<file path="src/clfm_pkg.sv">
package clfm_pkg;
   // =====================================
   // Timing
   // =====================================
   localparam int unsigned CLK_PERIOD_PS        = 5000;
   localparam int unsigned TX_DOM_TIMEOUT_US    = 1000;
   localparam int unsigned BUS_DOM_TIMEOUT_US   = 1000;
   localparam int unsigned TX_DOM_TIMEOUT_CYC   = (TX_DOM_TIMEOUT_US * 1000000) / CLK_PERIOD_PS;
   localparam int unsigned BUS_DOM_TIMEOUT_CYC  = (BUS_DOM_TIMEOUT_US * 1000000) / CLK_PERIOD_PS;
   localparam int unsigned CNT_W                = 24;
   localparam int unsigned FAULT_CNT            = 5;

   // =====================================
   // Fault bit positions
   // =====================================
   localparam int unsigned F_TXDOM  = 0;
   localparam int unsigned F_RXREC  = 1;
   localparam int unsigned F_SHORT  = 2;
   localparam int unsigned F_BUSDOM = 3;
   localparam int unsigned F_THERM  = 4;

   typedef enum logic [1:0] {
      CLFM_NORMAL,
      CLFM_LISTEN,
      CLFM_STANDBY,
      CLFM_SLEEP
   } clfm_mode_e;
endpackage : clfm_pkg

</file>
<file path="src/clfm_timer.sv">
`timescale 1ns/100ps
`default_nettype none
// =====================================
// Run-length timer, fires when level held past limit
// =====================================
module clfm_timer #(
   parameter int unsigned W     = clfm_pkg::CNT_W,
   parameter int unsigned LIMIT = clfm_pkg::TX_DOM_TIMEOUT_CYC
) (
   input  wire logic mclk_i,
   input  wire logic rst_n_i,
   input  wire logic active_i,
   output var  logic expired_o
);
   logic [W-1:0] cnt_reg;
   wire          at_limit = (cnt_reg >= W'(LIMIT));

   always_ff @(posedge mclk_i or negedge rst_n_i) begin
      if (!rst_n_i) begin
         cnt_reg   <= '0;
         expired_o <= 1'b0;
      end else if (!active_i) begin
         cnt_reg   <= '0;
         expired_o <= 1'b0;
      end else begin
         if (!at_limit) cnt_reg <= cnt_reg + 1'b1;
         expired_o <= at_limit;
      end
   end
endmodule : clfm_timer
`default_nettype wire

</file>
<file path="src/clfm_monitor.sv">
`timescale 1ns/100ps
`default_nettype none
// Operation
// - Five local faults; any one sets the single local failure flag.
// - Every fault but bus clamp disables transmitter; all but over-temperature only until flag clears.
// - Transmit input low past its time-out sets flag, disables transmitter.
// - Bus dominant but receive output recessive sets flag, disables transmitter.
// - Transmit-to-receive short sets flag and disables transmitter.
// - Bus dominant past its time-out sets the flag.
// - Bus clamp keeps transmitter on; indication clears when bus recessive.
// - Over-temperature disables transmitter until cooled by hysteresis and flag clear.
// - Receive dominant while transmit recessive clears flag, re-enables transmitter.
// - In listen-only mode error output goes high once flag clears.
// - Entering normal mode from any other mode clears the flag.
// - Entering listen-only from normal shows flag as low error output.
module clfm_monitor #(
   parameter int unsigned TX_DOM_CYC  = clfm_pkg::TX_DOM_TIMEOUT_CYC,
   parameter int unsigned BUS_DOM_CYC = clfm_pkg::BUS_DOM_TIMEOUT_CYC
) (
   input  wire logic       mclk_i,
   input  wire logic       rst_n_i,
   input  wire logic       txd_i,
   input  wire logic       rxd_i,
   input  wire logic       bus_dominant_i,
   input  wire logic       thermal_trip_level_i,
   input  wire logic       thermal_trip_hysteresis_i,
   input  wire logic       tx_rx_short_i,
   input  wire logic [1:0] mode_i,
   output var  logic       tx_drive_dominant_o,
   output var  logic       tx_enabled_o,
   output var  logic       local_fail_o,
   output var  logic       err_n_o,
   output var  logic [4:0] fault_src_o
);
   // =====================================
   // Mode decode
   // =====================================
   logic [1:0] mode_reg;
   wire        is_normal   = (mode_i == 2'(clfm_pkg::CLFM_NORMAL));
   wire        is_listen   = (mode_i == 2'(clfm_pkg::CLFM_LISTEN));
   wire        was_normal  = (mode_reg == 2'(clfm_pkg::CLFM_NORMAL));
   wire        enter_norm  = is_normal && !was_normal;
   wire        enter_list  = is_listen && was_normal;

   // =====================================
   // Fault detectors
   // =====================================
   logic       tx_timeout;
   logic       bus_timeout;
   logic       thermal_hold_reg;
   logic       lf_reg;
   logic       tx_dis_reg;
   logic       lf_show_reg;

   clfm_timer #(.W(clfm_pkg::CNT_W), .LIMIT(TX_DOM_CYC)) u_tx_timer (
      .mclk_i    (mclk_i),
      .rst_n_i   (rst_n_i),
      .active_i  (!txd_i),
      .expired_o (tx_timeout)
   );

   clfm_timer #(.W(clfm_pkg::CNT_W), .LIMIT(BUS_DOM_CYC)) u_bus_timer (
      .mclk_i    (mclk_i),
      .rst_n_i   (rst_n_i),
      .active_i  (bus_dominant_i),
      .expired_o (bus_timeout)
   );

   wire rx_stuck   = bus_dominant_i && rxd_i && !tx_dis_reg;
   wire tx_short   = tx_rx_short_i;
   wire thermal    = thermal_trip_level_i;
   wire [4:0] fault_vec = {thermal, bus_timeout, tx_short, rx_stuck, tx_timeout};
   wire any_fault  = |fault_vec;
   wire dis_fault  = tx_timeout | rx_stuck | tx_short | thermal;
   wire bus_clear  = lf_reg && !tx_dis_reg && !bus_dominant_i;
   wire recov_cond = !rxd_i && txd_i && !(dis_fault | bus_timeout);
   wire clr        = recov_cond | enter_norm | bus_clear;
   wire cool_ok    = !thermal_hold_reg || thermal_trip_hysteresis_i;

   // =====================================
   // Flag and transmitter state
   // =====================================
   always_ff @(posedge mclk_i or negedge rst_n_i) begin
      if (!rst_n_i) begin
         mode_reg <= 2'(clfm_pkg::CLFM_STANDBY);
      end else begin
         mode_reg <= mode_i;
      end
   end

   always_ff @(posedge mclk_i or negedge rst_n_i) begin
      if (!rst_n_i) begin
         lf_reg      <= 1'b0;
         tx_dis_reg  <= 1'b0;
         fault_src_o <= '0;
      end else if (any_fault) begin
         lf_reg      <= 1'b1;
         tx_dis_reg  <= tx_dis_reg | dis_fault;
         fault_src_o <= fault_src_o | fault_vec;
      end else if (clr) begin
         lf_reg      <= 1'b0;
         tx_dis_reg  <= tx_dis_reg && !cool_ok;
         fault_src_o <= '0;
      end
   end

   always_ff @(posedge mclk_i or negedge rst_n_i) begin
      if (!rst_n_i) begin
         thermal_hold_reg <= 1'b0;
      end else if (thermal) begin
         thermal_hold_reg <= 1'b1;
      end else if (thermal_trip_hysteresis_i) begin
         thermal_hold_reg <= 1'b0;
      end
   end

   // =====================================
   // Error indication
   // =====================================
   always_ff @(posedge mclk_i or negedge rst_n_i) begin
      if (!rst_n_i) begin
         lf_show_reg <= 1'b0;
      end else if (enter_list) begin
         lf_show_reg <= 1'b1;
      end else if (!is_listen) begin
         lf_show_reg <= 1'b0;
      end
   end

   wire show_fail = is_listen && (lf_show_reg || enter_list);

   always_ff @(posedge mclk_i or negedge rst_n_i) begin
      if (!rst_n_i) begin
         err_n_o             <= 1'b1;
         tx_drive_dominant_o <= 1'b0;
         tx_enabled_o        <= 1'b1;
         local_fail_o        <= 1'b0;
      end else begin
         err_n_o             <= !(show_fail && lf_reg);
         tx_drive_dominant_o <= !txd_i && !tx_dis_reg && !dis_fault;
         tx_enabled_o        <= !tx_dis_reg;
         local_fail_o        <= lf_reg;
      end
   end
endmodule : clfm_monitor
`default_nettype wire

</file>
<file path="config.mk">
export PLATFORM = sky130hd
export DESIGN_NAME = clfm_monitor
export DESIGN_NICKNAME = d
export VERILOG_FILES = /design/src/clfm_pkg.sv /design/src/clfm_timer.sv /design/src/clfm_monitor.sv
export SDC_FILE = /design/constraint.sdc
export NUM_CORES = 1
export LEC_CHECK = 0
export ABC_CLOCK_PERIOD_IN_PS = 2500
export BUFFER_PORTS_ARGS = -buffer_cell sky130_fd_sc_hd__buf_2
export CAP_MARGIN = 15
export CORE_UTILIZATION = 50
export DETAILED_ROUTE_END_ITERATION = 6
export PLACE_DENSITY = 0.79
export SLEW_MARGIN = 30
export SYNTH_ARGS = -nofsm -noshare
export SYNTH_HDL_FRONTEND = slang
export SYNTH_SLANG_ARGS = --single-unit
</file>
<file path="constraint.sdc">
create_clock -name mclk_i -period 2.5 [get_ports mclk_i]
set_input_delay 0.5 -clock mclk_i [delete_from_list [all_inputs] [get_ports mclk_i]]
set_output_delay 0.5 -clock mclk_i [all_outputs]
set_load 0.02 [all_outputs]
</file>
==> impl_results.md, run 1 <==
* Outcome: finished clean
* Post-DP HPWL at 3.85 mm
* Setup TNS at 0 ns
* Slowest CP cell: dfrtp_1
* Final hold vios at 0
* Dominant synthesized flop cell: dfrtp_1
* Cts hold-fix bufs at 0
* CP required at 2.72 ns
* Slew Limit Fails at 0
* Vias/cell at 5.52
* R2R Path Start: u_tx_timer.cnt_reg[14]
* Initial Utilization at 53.3%
* # diodes at 0
* Cell variety after synth at 47
* Mapped Cells at 291
* Cell breakdown of the critical path: nor4_2 > o211ai_1 > nor2_2 > nand4_1 > mux2_2
* Post-DRT Antenna Nets at 0
* GRT met2 Usage at 33.2%
* Syn. warnings at 0
* DRT iter0 DRCs at 113
* Synth area leader: dfrtp_1
* Vias in the first global route at 2155
* Row cnt at 27
* Crit Path Max Fanout at 5
* GR Overflow Total at 0
* P_leak at 1.55 nW
* Final setup fails at 0
* Gr busiest metal: met2
* Post-synth EDFFs at 0
* Syn Area/Cell at 10.4 sq um
* Startpoint Class: register
* Worst EP arrival at 2.23 ns
* CTS tree: built
* Max rail drop VDD at 380 uV
* Clock skew at 0.0108 ns
* Final Cycle Share at 80.2%
* Worst path max stage delay at 0.43 ns
* Worst Setup End Kind: register
* Buffers added on ports at 18
* Drt total wl at 5.82 mm
* Die Area at 6360 sq um
* Htree depth at 3
* First-pass GRT wire length at 9.79 mm
* CTS resizes at 0
* GRT Util Overall at 20.6%
* Initial antenna violation count at 0
* Hold Path Class: in -> async
* Max-Cap Viols at 0
* Launch point of the worst path: u_tx_timer.cnt_reg[14]
* Power, Total at 2.21 mW
* Fmax at 499 MHz
* Placer Congestion at 0.781
* Critical path class: reg -> reg
* Met1 Use GR at 25.7%
* Synth top area cells: dfrtp_1 (51%), nor2_1 (4.3%), xnor2_1 (4.3%), and2_1 (2.9%), dfstp_2 (2.6%)
* Clock latency on the worst-skew pair at 0.35 ns
* IO Count at 19
* Clock root cell: clkbuf_8
* Synth async-reset ratio at 100%
* Die X at 79.8 um
* Worst-Margin Slew at 0.550 ns
* Synth Register Bits at 65
* Largest net degree at the start of global routing at 66
* Clk sinks at 65
* TritonCTS buffer count at 9
* Fin crit period at 2.00 ns
* Die Span Y at 79.8 um
* Core area at 5680 sq um
* Slew headroom at 63.2%
* Clk buf depth at 2
* Total vias in the final route at 2165
* PD cells at 643 nW/um^2
* DRC errors left at 0
* Commonest non-fill, non-tap cell in the layout: dfrtp_1
* Layout cell share with drive strength beyond 1 at 17.2%
* NumNets Final at 329
* Met3 Usage GRT at 4.57%
* Layout area overhead at 13.9%
* Detailed Routing Iterations Pass 1 at 5
* Postcts setup bufs at 0
* Sequential-to-total area share from yosys stat at 53.9%
* RSZ-0062 raised after global routing: false
* Clk pin slew, worst setup/hold paths at 0.08 ns
* Post-Syn Nets at 305
* Most frequent cells in the layout: dfrtp_1 (62), nor2_1 (35), buf_2 (18)
* Area of the mapped netlist at 3020 sq um
* Post-synth top area share at 51.3%
* Per-cell routed wire length at 14.8 um
## layout make-up
class	instances	area, sq um
Sequential cell	65	1630
Clock buffer	9	124
Fill cell	454	2230
Inverter	9	33.8
Multi-Input combinational cell	206	1320
Timing Repair Buffer	24	148
Clock inverter	7	103
Tap cell	72	90.1
## routing by layer
layer	up-vias	share of wire (%)
met2	36	48
li1	1054	-
met4	0	1.6
met1	1069	48
met5	-	0
met3	6	2.7
## stage by stage
| stage | cell area, sq um | utilization (%) | instances | hold WS (ns) | worst slack, ns |
|---|---|---|---|---|---|
| final | 3440 | 60.7 | 392 | 0.152 | 0.495 |
| after global routing | 3440 | 60.7 | 392 | 0.185 | 0.368 |
| after CTS | 3440 | 60.7 | 392 | 0.162 | 0.490 |
| after detailed placement | 3220 | 56.7 | 376 | 0.415 | 0.524 |
| after global placement | 3220 | 56.7 | 376 | 0.418 | 0.571 |
| after floorplan | 3020 | - | 291 | 0.204 | 0.680 |
## logic make-up (layout without fill, tap and decap cells)
logic type | count (synthesis) | count (layout) | share of synthesized area, %
multiplexers | 4 | 4 | 1.37
AND/OR/NAND/NOR | 145 | 145 | 27.2
adder cells (fa/ha/maj) | 4 | 4 | 1.66
XOR/XNOR | 21 | 21 | 6.08
AO/OA/AOI/OAI | 32 | 32 | 7.29
buffers and inverters | 20 | 49 | 2.52
flip-flops | 65 | 65 | 53.9
## worst paths after layout
| path | depth (start not counted) | to | slack [ns] |
|---|---|---|---|
| max | 5 | u_tx_timer.cnt_reg[9] | 0.50 |
| min | 2 | mode_reg[0] | 0.15 |
| max reg2reg | 5 | u_tx_timer.cnt_reg[9] | 0.50 |
| min reg2reg | 1 | tx_enabled_o | 0.45 |
| max in group asynchronous | 2 | mode_reg[1] | 2.04 |
| min in group mclk_i | 1 | mode_reg[1] | 0.27 |
## synthesized netlist by cell type (7+ instances only)
master and count:
nor3_1 13, nor2_1 35, o21ai_0 10, clkbuf_1 9, nor2b_1 9, nand2_1 16, and3_1 7, and2_1 14
xnor2_1 15, inv_1 9, nand4_1 7, dfrtp_1 62, nand3_1 7
## critical path, delay by kind of cell, from the launching register on
family | cells | cell delay (ns)
and+or+nand+nor | 3 | 0.87
DFF | 1 | 0.43
AOI/OAI and AO/OA | 1 | 0.29
muxes | 1 | 0.29
## power breakdown
group / internal (mW) / switching [mW] / leakage [nW] / total (mW)
combinational: 0.0397 / 0.0756 / 0.571 / 0.115
sequential: 1.07 / 0.0155 / 0.865 / 1.09
clock: 0.569 / 0.439 / 0.110 / 1.01
Note: power is estimated with default switching activity, not from simulation.
==> inputs of run 2 (changes only) <==
--- a/config.mk
+++ b/config.mk
@@ -5,12 +5,12 @@
 export SDC_FILE = /design/constraint.sdc
 export NUM_CORES = 1
 export LEC_CHECK = 0
-export ABC_CLOCK_PERIOD_IN_PS = 2500
+export ABC_CLOCK_PERIOD_IN_PS = 1700
 export BUFFER_PORTS_ARGS = -buffer_cell sky130_fd_sc_hd__buf_2
 export CAP_MARGIN = 15
 export CORE_UTILIZATION = 50
 export DETAILED_ROUTE_END_ITERATION = 6
-export PLACE_DENSITY = 0.79
+export PLACE_DENSITY = 0.81
 export SLEW_MARGIN = 30
 export SYNTH_ARGS = -nofsm -noshare
 export SYNTH_HDL_FRONTEND = slang
==> constraint.sdc (replaced) <==
create_clock -name mclk_i -period 1.7 [get_ports mclk_i]
set_input_delay 0.34 -clock mclk_i [delete_from_list [all_inputs] [get_ports mclk_i]]
set_output_delay 0.34 -clock mclk_i [all_outputs]
set_load 0.02 [all_outputs]
==> run 2 against run 1 <==
The run now ends with negative setup slack left; total power rose by 49%; clock power rose by 50%; flip-flop and latch count did not move; hold slack got worse by 0.15 ns; clock skew rose by 0.011 ns; first-iteration DRC count fell by 5.3%; cell count rose by 11%; largest power group unchanged.
==> impl_results.md, run 2 (synthesis gave the netlist of run 1 again) <==
* Clk buf depth at 2
* Htree depth at 3
* Hold Path Class: in -> async
* Final Worst Setup Slack at -0.172 ns
* Drt total wl at 7.19 mm
* Clock skew at 0.0215 ns
* Outcome: finished, violations left
* Met3 Usage GRT at 6.63%
* Buffers added on ports at 18
* Fin crit period at 1.87 ns
* Initial antenna violation count at 0
* Die Span Y at 79.8 um
* Worst path most repeated cell: buf_4
* Die X at 79.8 um
* Placed cell areas at 3490 sq um
* PD cells at 813 nW/um^2
* Worst Setup End Kind: register
* CP required at 1.92 ns
* Core area at 5680 sq um
* Power, Total at 3.30 mW
* Final setup fails at 26
* P_sw at 0.745 mW
* Clock latency on the worst-skew pair at 0.35 ns
* # diodes at 0
* Cell breakdown of the critical path: nor4_4 > o211ai_1 > buf_4 > buf_4 > nor3_4 > xnor2_2 > nor2_1
* GRT Util Overall at 23.1%
* DRT iter0 DRCs at 107
* P_leak at 1.83 nW
* Max rail drop VDD at 484 uV
* Slew headroom at 58.3%
* Clock root cell: clkbuf_8
* Placer Congestion at 0.829
* Commonest non-fill, non-tap cell in the layout: dfrtp_1
* Most frequent cells in the layout: dfrtp_1 (62), buf_4 (42), nor2_1 (34)
* Gr busiest metal: met2
* Slew Limit Fails at 0
* Total vias in the final route at 2464
* Clk sinks at 65
* Post-DP HPWL at 4.15 mm
* Initial Utilization at 53.3%
* Slowest CP cell: dfrtp_1
* Clk pin slew, worst setup/hold paths at 0.08 ns
* Critical path class: reg -> reg
* Gate power share at 5.8%
* Layout area overhead at 34.4%
* RSZ-0062 raised after global routing: true
* Startpoint Class: register
* Vias/cell at 5.68
* Clock share of power at 45.6%
* GRT met2 Usage at 38.9%
* Worst EP arrival at 2.09 ns
* Finished Cell Area at 4060 sq um
* Fmax at 534 MHz
* Setup TNS at -2.18 ns
* Row cnt at 27
* Layout cell share with drive strength beyond 1 at 34.3%
* Crit Path Max Fanout at 5
* Delay-heaviest family, CP: simple AND/OR/NAND/NOR gates
* Final hold vios at 0
* First-pass GRT wire length at 11.1 mm
* Met1 Use GR at 26.8%
* Largest net degree at the start of global routing at 66
* Vias in the first global route at 2470
* Fillers at 375
* Register area at 1630 sq um
* Failing checks: negative setup slack
* Post-Layout Cell Count at 434
* GR Overflow Total at 0
* CTS tree: built
* Per-cell routed wire length at 16.6 um
* Die Area at 6360 sq um
* Detailed Routing Iterations Pass 1 at 4
* Area of the multi-input gates at 1600 sq um
* Power Internal at 2.56 mW
* NumNets Final at 371
* Placed cell count at 408
* Worst-Margin Slew at 0.620 ns
* TritonCTS buffer count at 9
* IO Count at 19
* Worst path max stage delay at 0.42 ns
* Sequential share of power at 48.6%
* Crit path buf inv count at 2
* Final Cycle Share at 110%
* Switching power share of the total at 22.6%
* Max-Cap Viols at 0
* DRC errors left at 0
* Post-DRT Antenna Nets at 0
* Cts hold-fix bufs at 0
[run 2: cell types whose count changed in the layout (fill, tap and decap cells not counted), sizes merged]
cell	previous run	this run
inv	10	9
clkbuf	9	12
buf	24	66
clkinv	3	1
[run 2: worst paths after layout]
path | startpoint | to | slack [ns] | depth (start not counted)
setup reg to reg | u_tx_timer.cnt_reg[14] | u_tx_timer.cnt_reg[15] | -0.17 | 7
setup / recovery | u_tx_timer.cnt_reg[14] | u_tx_timer.cnt_reg[15] | -0.17 | 7
hold / removal | rst_n_i | lf_reg | 0.004 | 2
hold reg to reg | lf_reg | local_fail_o | 0.48 | 0
max in group asynchronous | rst_n_i | tx_enabled_o | 1.40 | 2
min in group mclk_i | mode_i[1] | mode_reg[1] | 0.12 | 1
[run 2: metrics by stage]
step | hold slack, ns | util (%) | setup WS (ns)
4_1_cts | 0.0133 | 68.0 | -0.0857
3_3_place_gp | 0.377 | 61.5 | -0.108
5_1_grt | 0.0232 | 71.6 | -0.262
6_report | 0.00362 | 71.6 | -0.172
3_5_place_dp | 0.382 | 61.5 | -0.203
2_1_floorplan | 0.0444 | - | -0.0509
[run 2: per-layer routing]
metal | share of wire (%) | wire [um] | vias up
met1 | 43 | 3070 | 1235
met5 | 0 | 0 | -
met4 | 2.7 | 192 | 0
met3 | 4.1 | 296 | 21
met2 | 51 | 3630 | 73
li1 | - | - | 1135
[run 2: layout make-up]
cell class,instances,share of cell area [%]
timing repair buffer,66,11.9
tap,72,2.22
clock buffer,12,3.82
multi-input combinational,206,39.3
clock inverter,4,1.88
inverter,9,0.831
sequential,65,40.1
[run 2: power by group through the flow]
| stage | clock network (mW) | logic [mW] | registers (mW) |
|---|---|---|---|
| 2_1_floorplan | 0 | 0.0715 | 1.64 |
| 3_3_place_gp | 0 | 0.169 | 1.63 |
| 3_5_place_dp | 0 | 0.178 | 1.63 |
| 4_1_cts | 1.52 | 0.183 | 1.60 |
| 5_1_grt | 1.58 | 0.213 | 1.61 |
| 6_report | 1.51 | 0.192 | 1.60 |
[run 2: timing repair]
action                                  CTS  global route
pin swaps                                 8            18
resized for setup                        20            29
hold endpoints to repair                  0             0
buffers inserted                          4             6
endpoints found under the setup margin   22            43
==> inputs of run 3 (changes only) <==
--- a/config.mk
+++ b/config.mk
@@ -10,6 +10,7 @@
 export CAP_MARGIN = 15
 export CORE_UTILIZATION = 50
 export DETAILED_ROUTE_END_ITERATION = 6
+export HOLD_SLACK_MARGIN = 0.1
 export PLACE_DENSITY = 0.81
 export SLEW_MARGIN = 30
 export SYNTH_ARGS = -nofsm -noshare
==> run 3 against run 2 <==
Sequential power is essentially flat; largest power group unchanged; the flow still finishes with violations (negative setup slack); critical path depth unchanged; core utilization up 0.18 points; sequential share of layout area down 0.099 points; non-clock buffer count up 1.
==> impl_results.md, run 3 (synthesis gave the netlist of run 1 again) <==
* PD cells at 810 nW/um^2
* Layout area overhead at 34.8%
* Clock latency on the worst-skew pair at 0.34 ns
* Outcome: finished, violations left
* Slew headroom at 57.5%
* Startpoint Class: register
* Crit path buf inv count at 2
* P_leak at 1.83 nW
* Htree depth at 3
* Detailed Routing Iterations Pass 1 at 4
* Worst path max stage delay at 0.42 ns
* Fin crit period at 1.87 ns
* Core area at 5680 sq um
* IO Count at 19
* Most frequent cells in the layout: dfrtp_1 (62), buf_4 (42), nor2_1 (34)
* Clk pin slew, worst setup/hold paths at 0.08 ns
* Placed cell count at 408
* TritonCTS buffer count at 9
* CTS tree: built
* GRT Util Overall at 23.2%
* Clk buf depth at 2
* Largest net degree at the start of global routing at 66
* Clock skew at 0.0223 ns
* Power, Total at 3.30 mW
* Die Area at 6360 sq um
* Hold path depth at 1
* First-pass GRT wire length at 11.1 mm
* NumNets Final at 372
* Post-Layout Cell Count at 435
* Worst Setup End Kind: register
* Slowest CP cell: dfrtp_1
* DRT iter0 DRCs at 104
* Buffers added on ports at 18
* Total vias in the final route at 2436
* Critical path depth at 7
* Initial Utilization at 53.3%
* Final Util at 71.8%
* Drt total wl at 7.19 mm
* Max rail drop VDD at 484 uV
* Final setup fails at 26
* Delay-heaviest family, CP: simple AND/OR/NAND/NOR gates
* Vias/cell at 5.60
* Crit Path Max Fanout at 5
* CP required at 1.91 ns
* Initial antenna violation count at 0
* Clock root cell: clkbuf_8
* Failing checks: negative setup slack
* Row cnt at 27
* Fmax at 534 MHz
* Placer Congestion at 0.829
* Die Span Y at 79.8 um
* Final hold vios at 0
* Max-Cap Viols at 0
* Die X at 79.8 um
* Slew Limit Fails at 0
* DRC errors left at 0
* Final Worst Setup Slack at -0.172 ns
* Commonest non-fill, non-tap cell in the layout: dfrtp_1
* Final Cycle Share at 110%
* Layout cell share with drive strength beyond 1 at 34.2%
* Critical path class: reg -> reg
* Clk sinks at 65
* Worst-Margin Slew at 0.631 ns
* Fillers at 374
* R2R cell count at 7
* # diodes at 0
* Hold Path Class: in -> reg
* Worst EP arrival at 2.08 ns
* RSZ-0062 raised after global routing: true
* Post-DRT Antenna Nets at 0
* Post-DP HPWL at 4.15 mm
* Vias in the first global route at 2482
* Worst path most repeated cell: buf_4
* GR Overflow Total at 0
* Per-cell routed wire length at 16.5 um
* Pre-CTS setup slack at -0.203 ns
* Cell breakdown of the critical path: nor4_4 > o211ai_1 > buf_4 > buf_4 > nor3_4 > xnor2_2 > nor2_1
## run 3: cell types whose count changed in the layout (fill, tap and decap cells not counted)
cell | before | now
dlygate4sd3_1 | 0 | 1
## run 3: area by class of cell
class | count | area [sq um] | area share, %
Inverter | 9 | 33.8 | 0.829
Sequential cell | 65 | 1630 | 40.0
Clock inverter | 4 | 76.3 | 1.87
Multi-Input combinational cell | 206 | 1600 | 39.2
Timing Repair Buffer | 67 | 492 | 12.1
Clock buffer | 12 | 155 | 3.81
Tap cell | 72 | 90.1 | 2.21
## run 3: worst register-to-register path, delay by kind of cell, from the launching register on
kind                   cells  cell delay (ns)
AO/OA/AOI/OAI              1             0.17
XOR/XNOR                   1             0.14
buffers and inverters      2             0.36
AND/OR/NAND/NOR            3             0.64
flip-flops                 1             0.42
## run 3: routing by layer
metal | routed length (um) | vias up | global-route usage (%)
met2 | 3660 | 73 | 39.1
met1 | 3070 | 1211 | 26.8
met5 | 0 | - | 0
met3 | 307 | 16 | 6.63
li1 | - | 1136 | -
met4 | 150 | 0 | 11.4
## run 3: path summary, 6_finish.rpt
kind / startpoint / endpoint / slack (ns)
min in group asynchronous: rst_n_i / lf_reg / 0.55
worst min-delay path: mode_i[1] / mode_reg[1] / 0.12
worst min register to register: lf_reg / local_fail_o / 0.48
worst max register to register: u_tx_timer.cnt_reg[14] / u_tx_timer.cnt_reg[15] / -0.17
max in group asynchronous: rst_n_i / tx_enabled_o / 0.86
worst max-delay path: u_tx_timer.cnt_reg[14] / u_tx_timer.cnt_reg[15] / -0.17
## run 3: report_power, final
part	total, mW	internal [mW]	leakage, nW	switching [mW]
registers	1.60	1.58	0.865	0.0243
logic	0.194	0.0706	0.853	0.123
clock network	1.50	0.910	0.113	0.593
total	3.30	2.56	1.83	0.741
## run 3: metrics by stage
stage,instance area (sq um),TNS [ns],hold WS (ns)
after CTS,3870,-0.694,0.105
after floorplan,3060,-0.176,0.0444
after detailed placement,3490,-1.42,0.382
final,4070,-2.23,0.125
after global placement,3490,-0.610,0.377
after global routing,4070,-5.28,0.102
## run 3: timing repair
action                                  in CTS  in global routing
gates resized for setup                     20                 29
hold buffers                                 1                  0
setup buffers                                4                  6
cloned                                       0                  0
endpoints found under the hold margin       62                  0
endpoints found under the setup margin      22                 43
pin swaps                                    8                 18
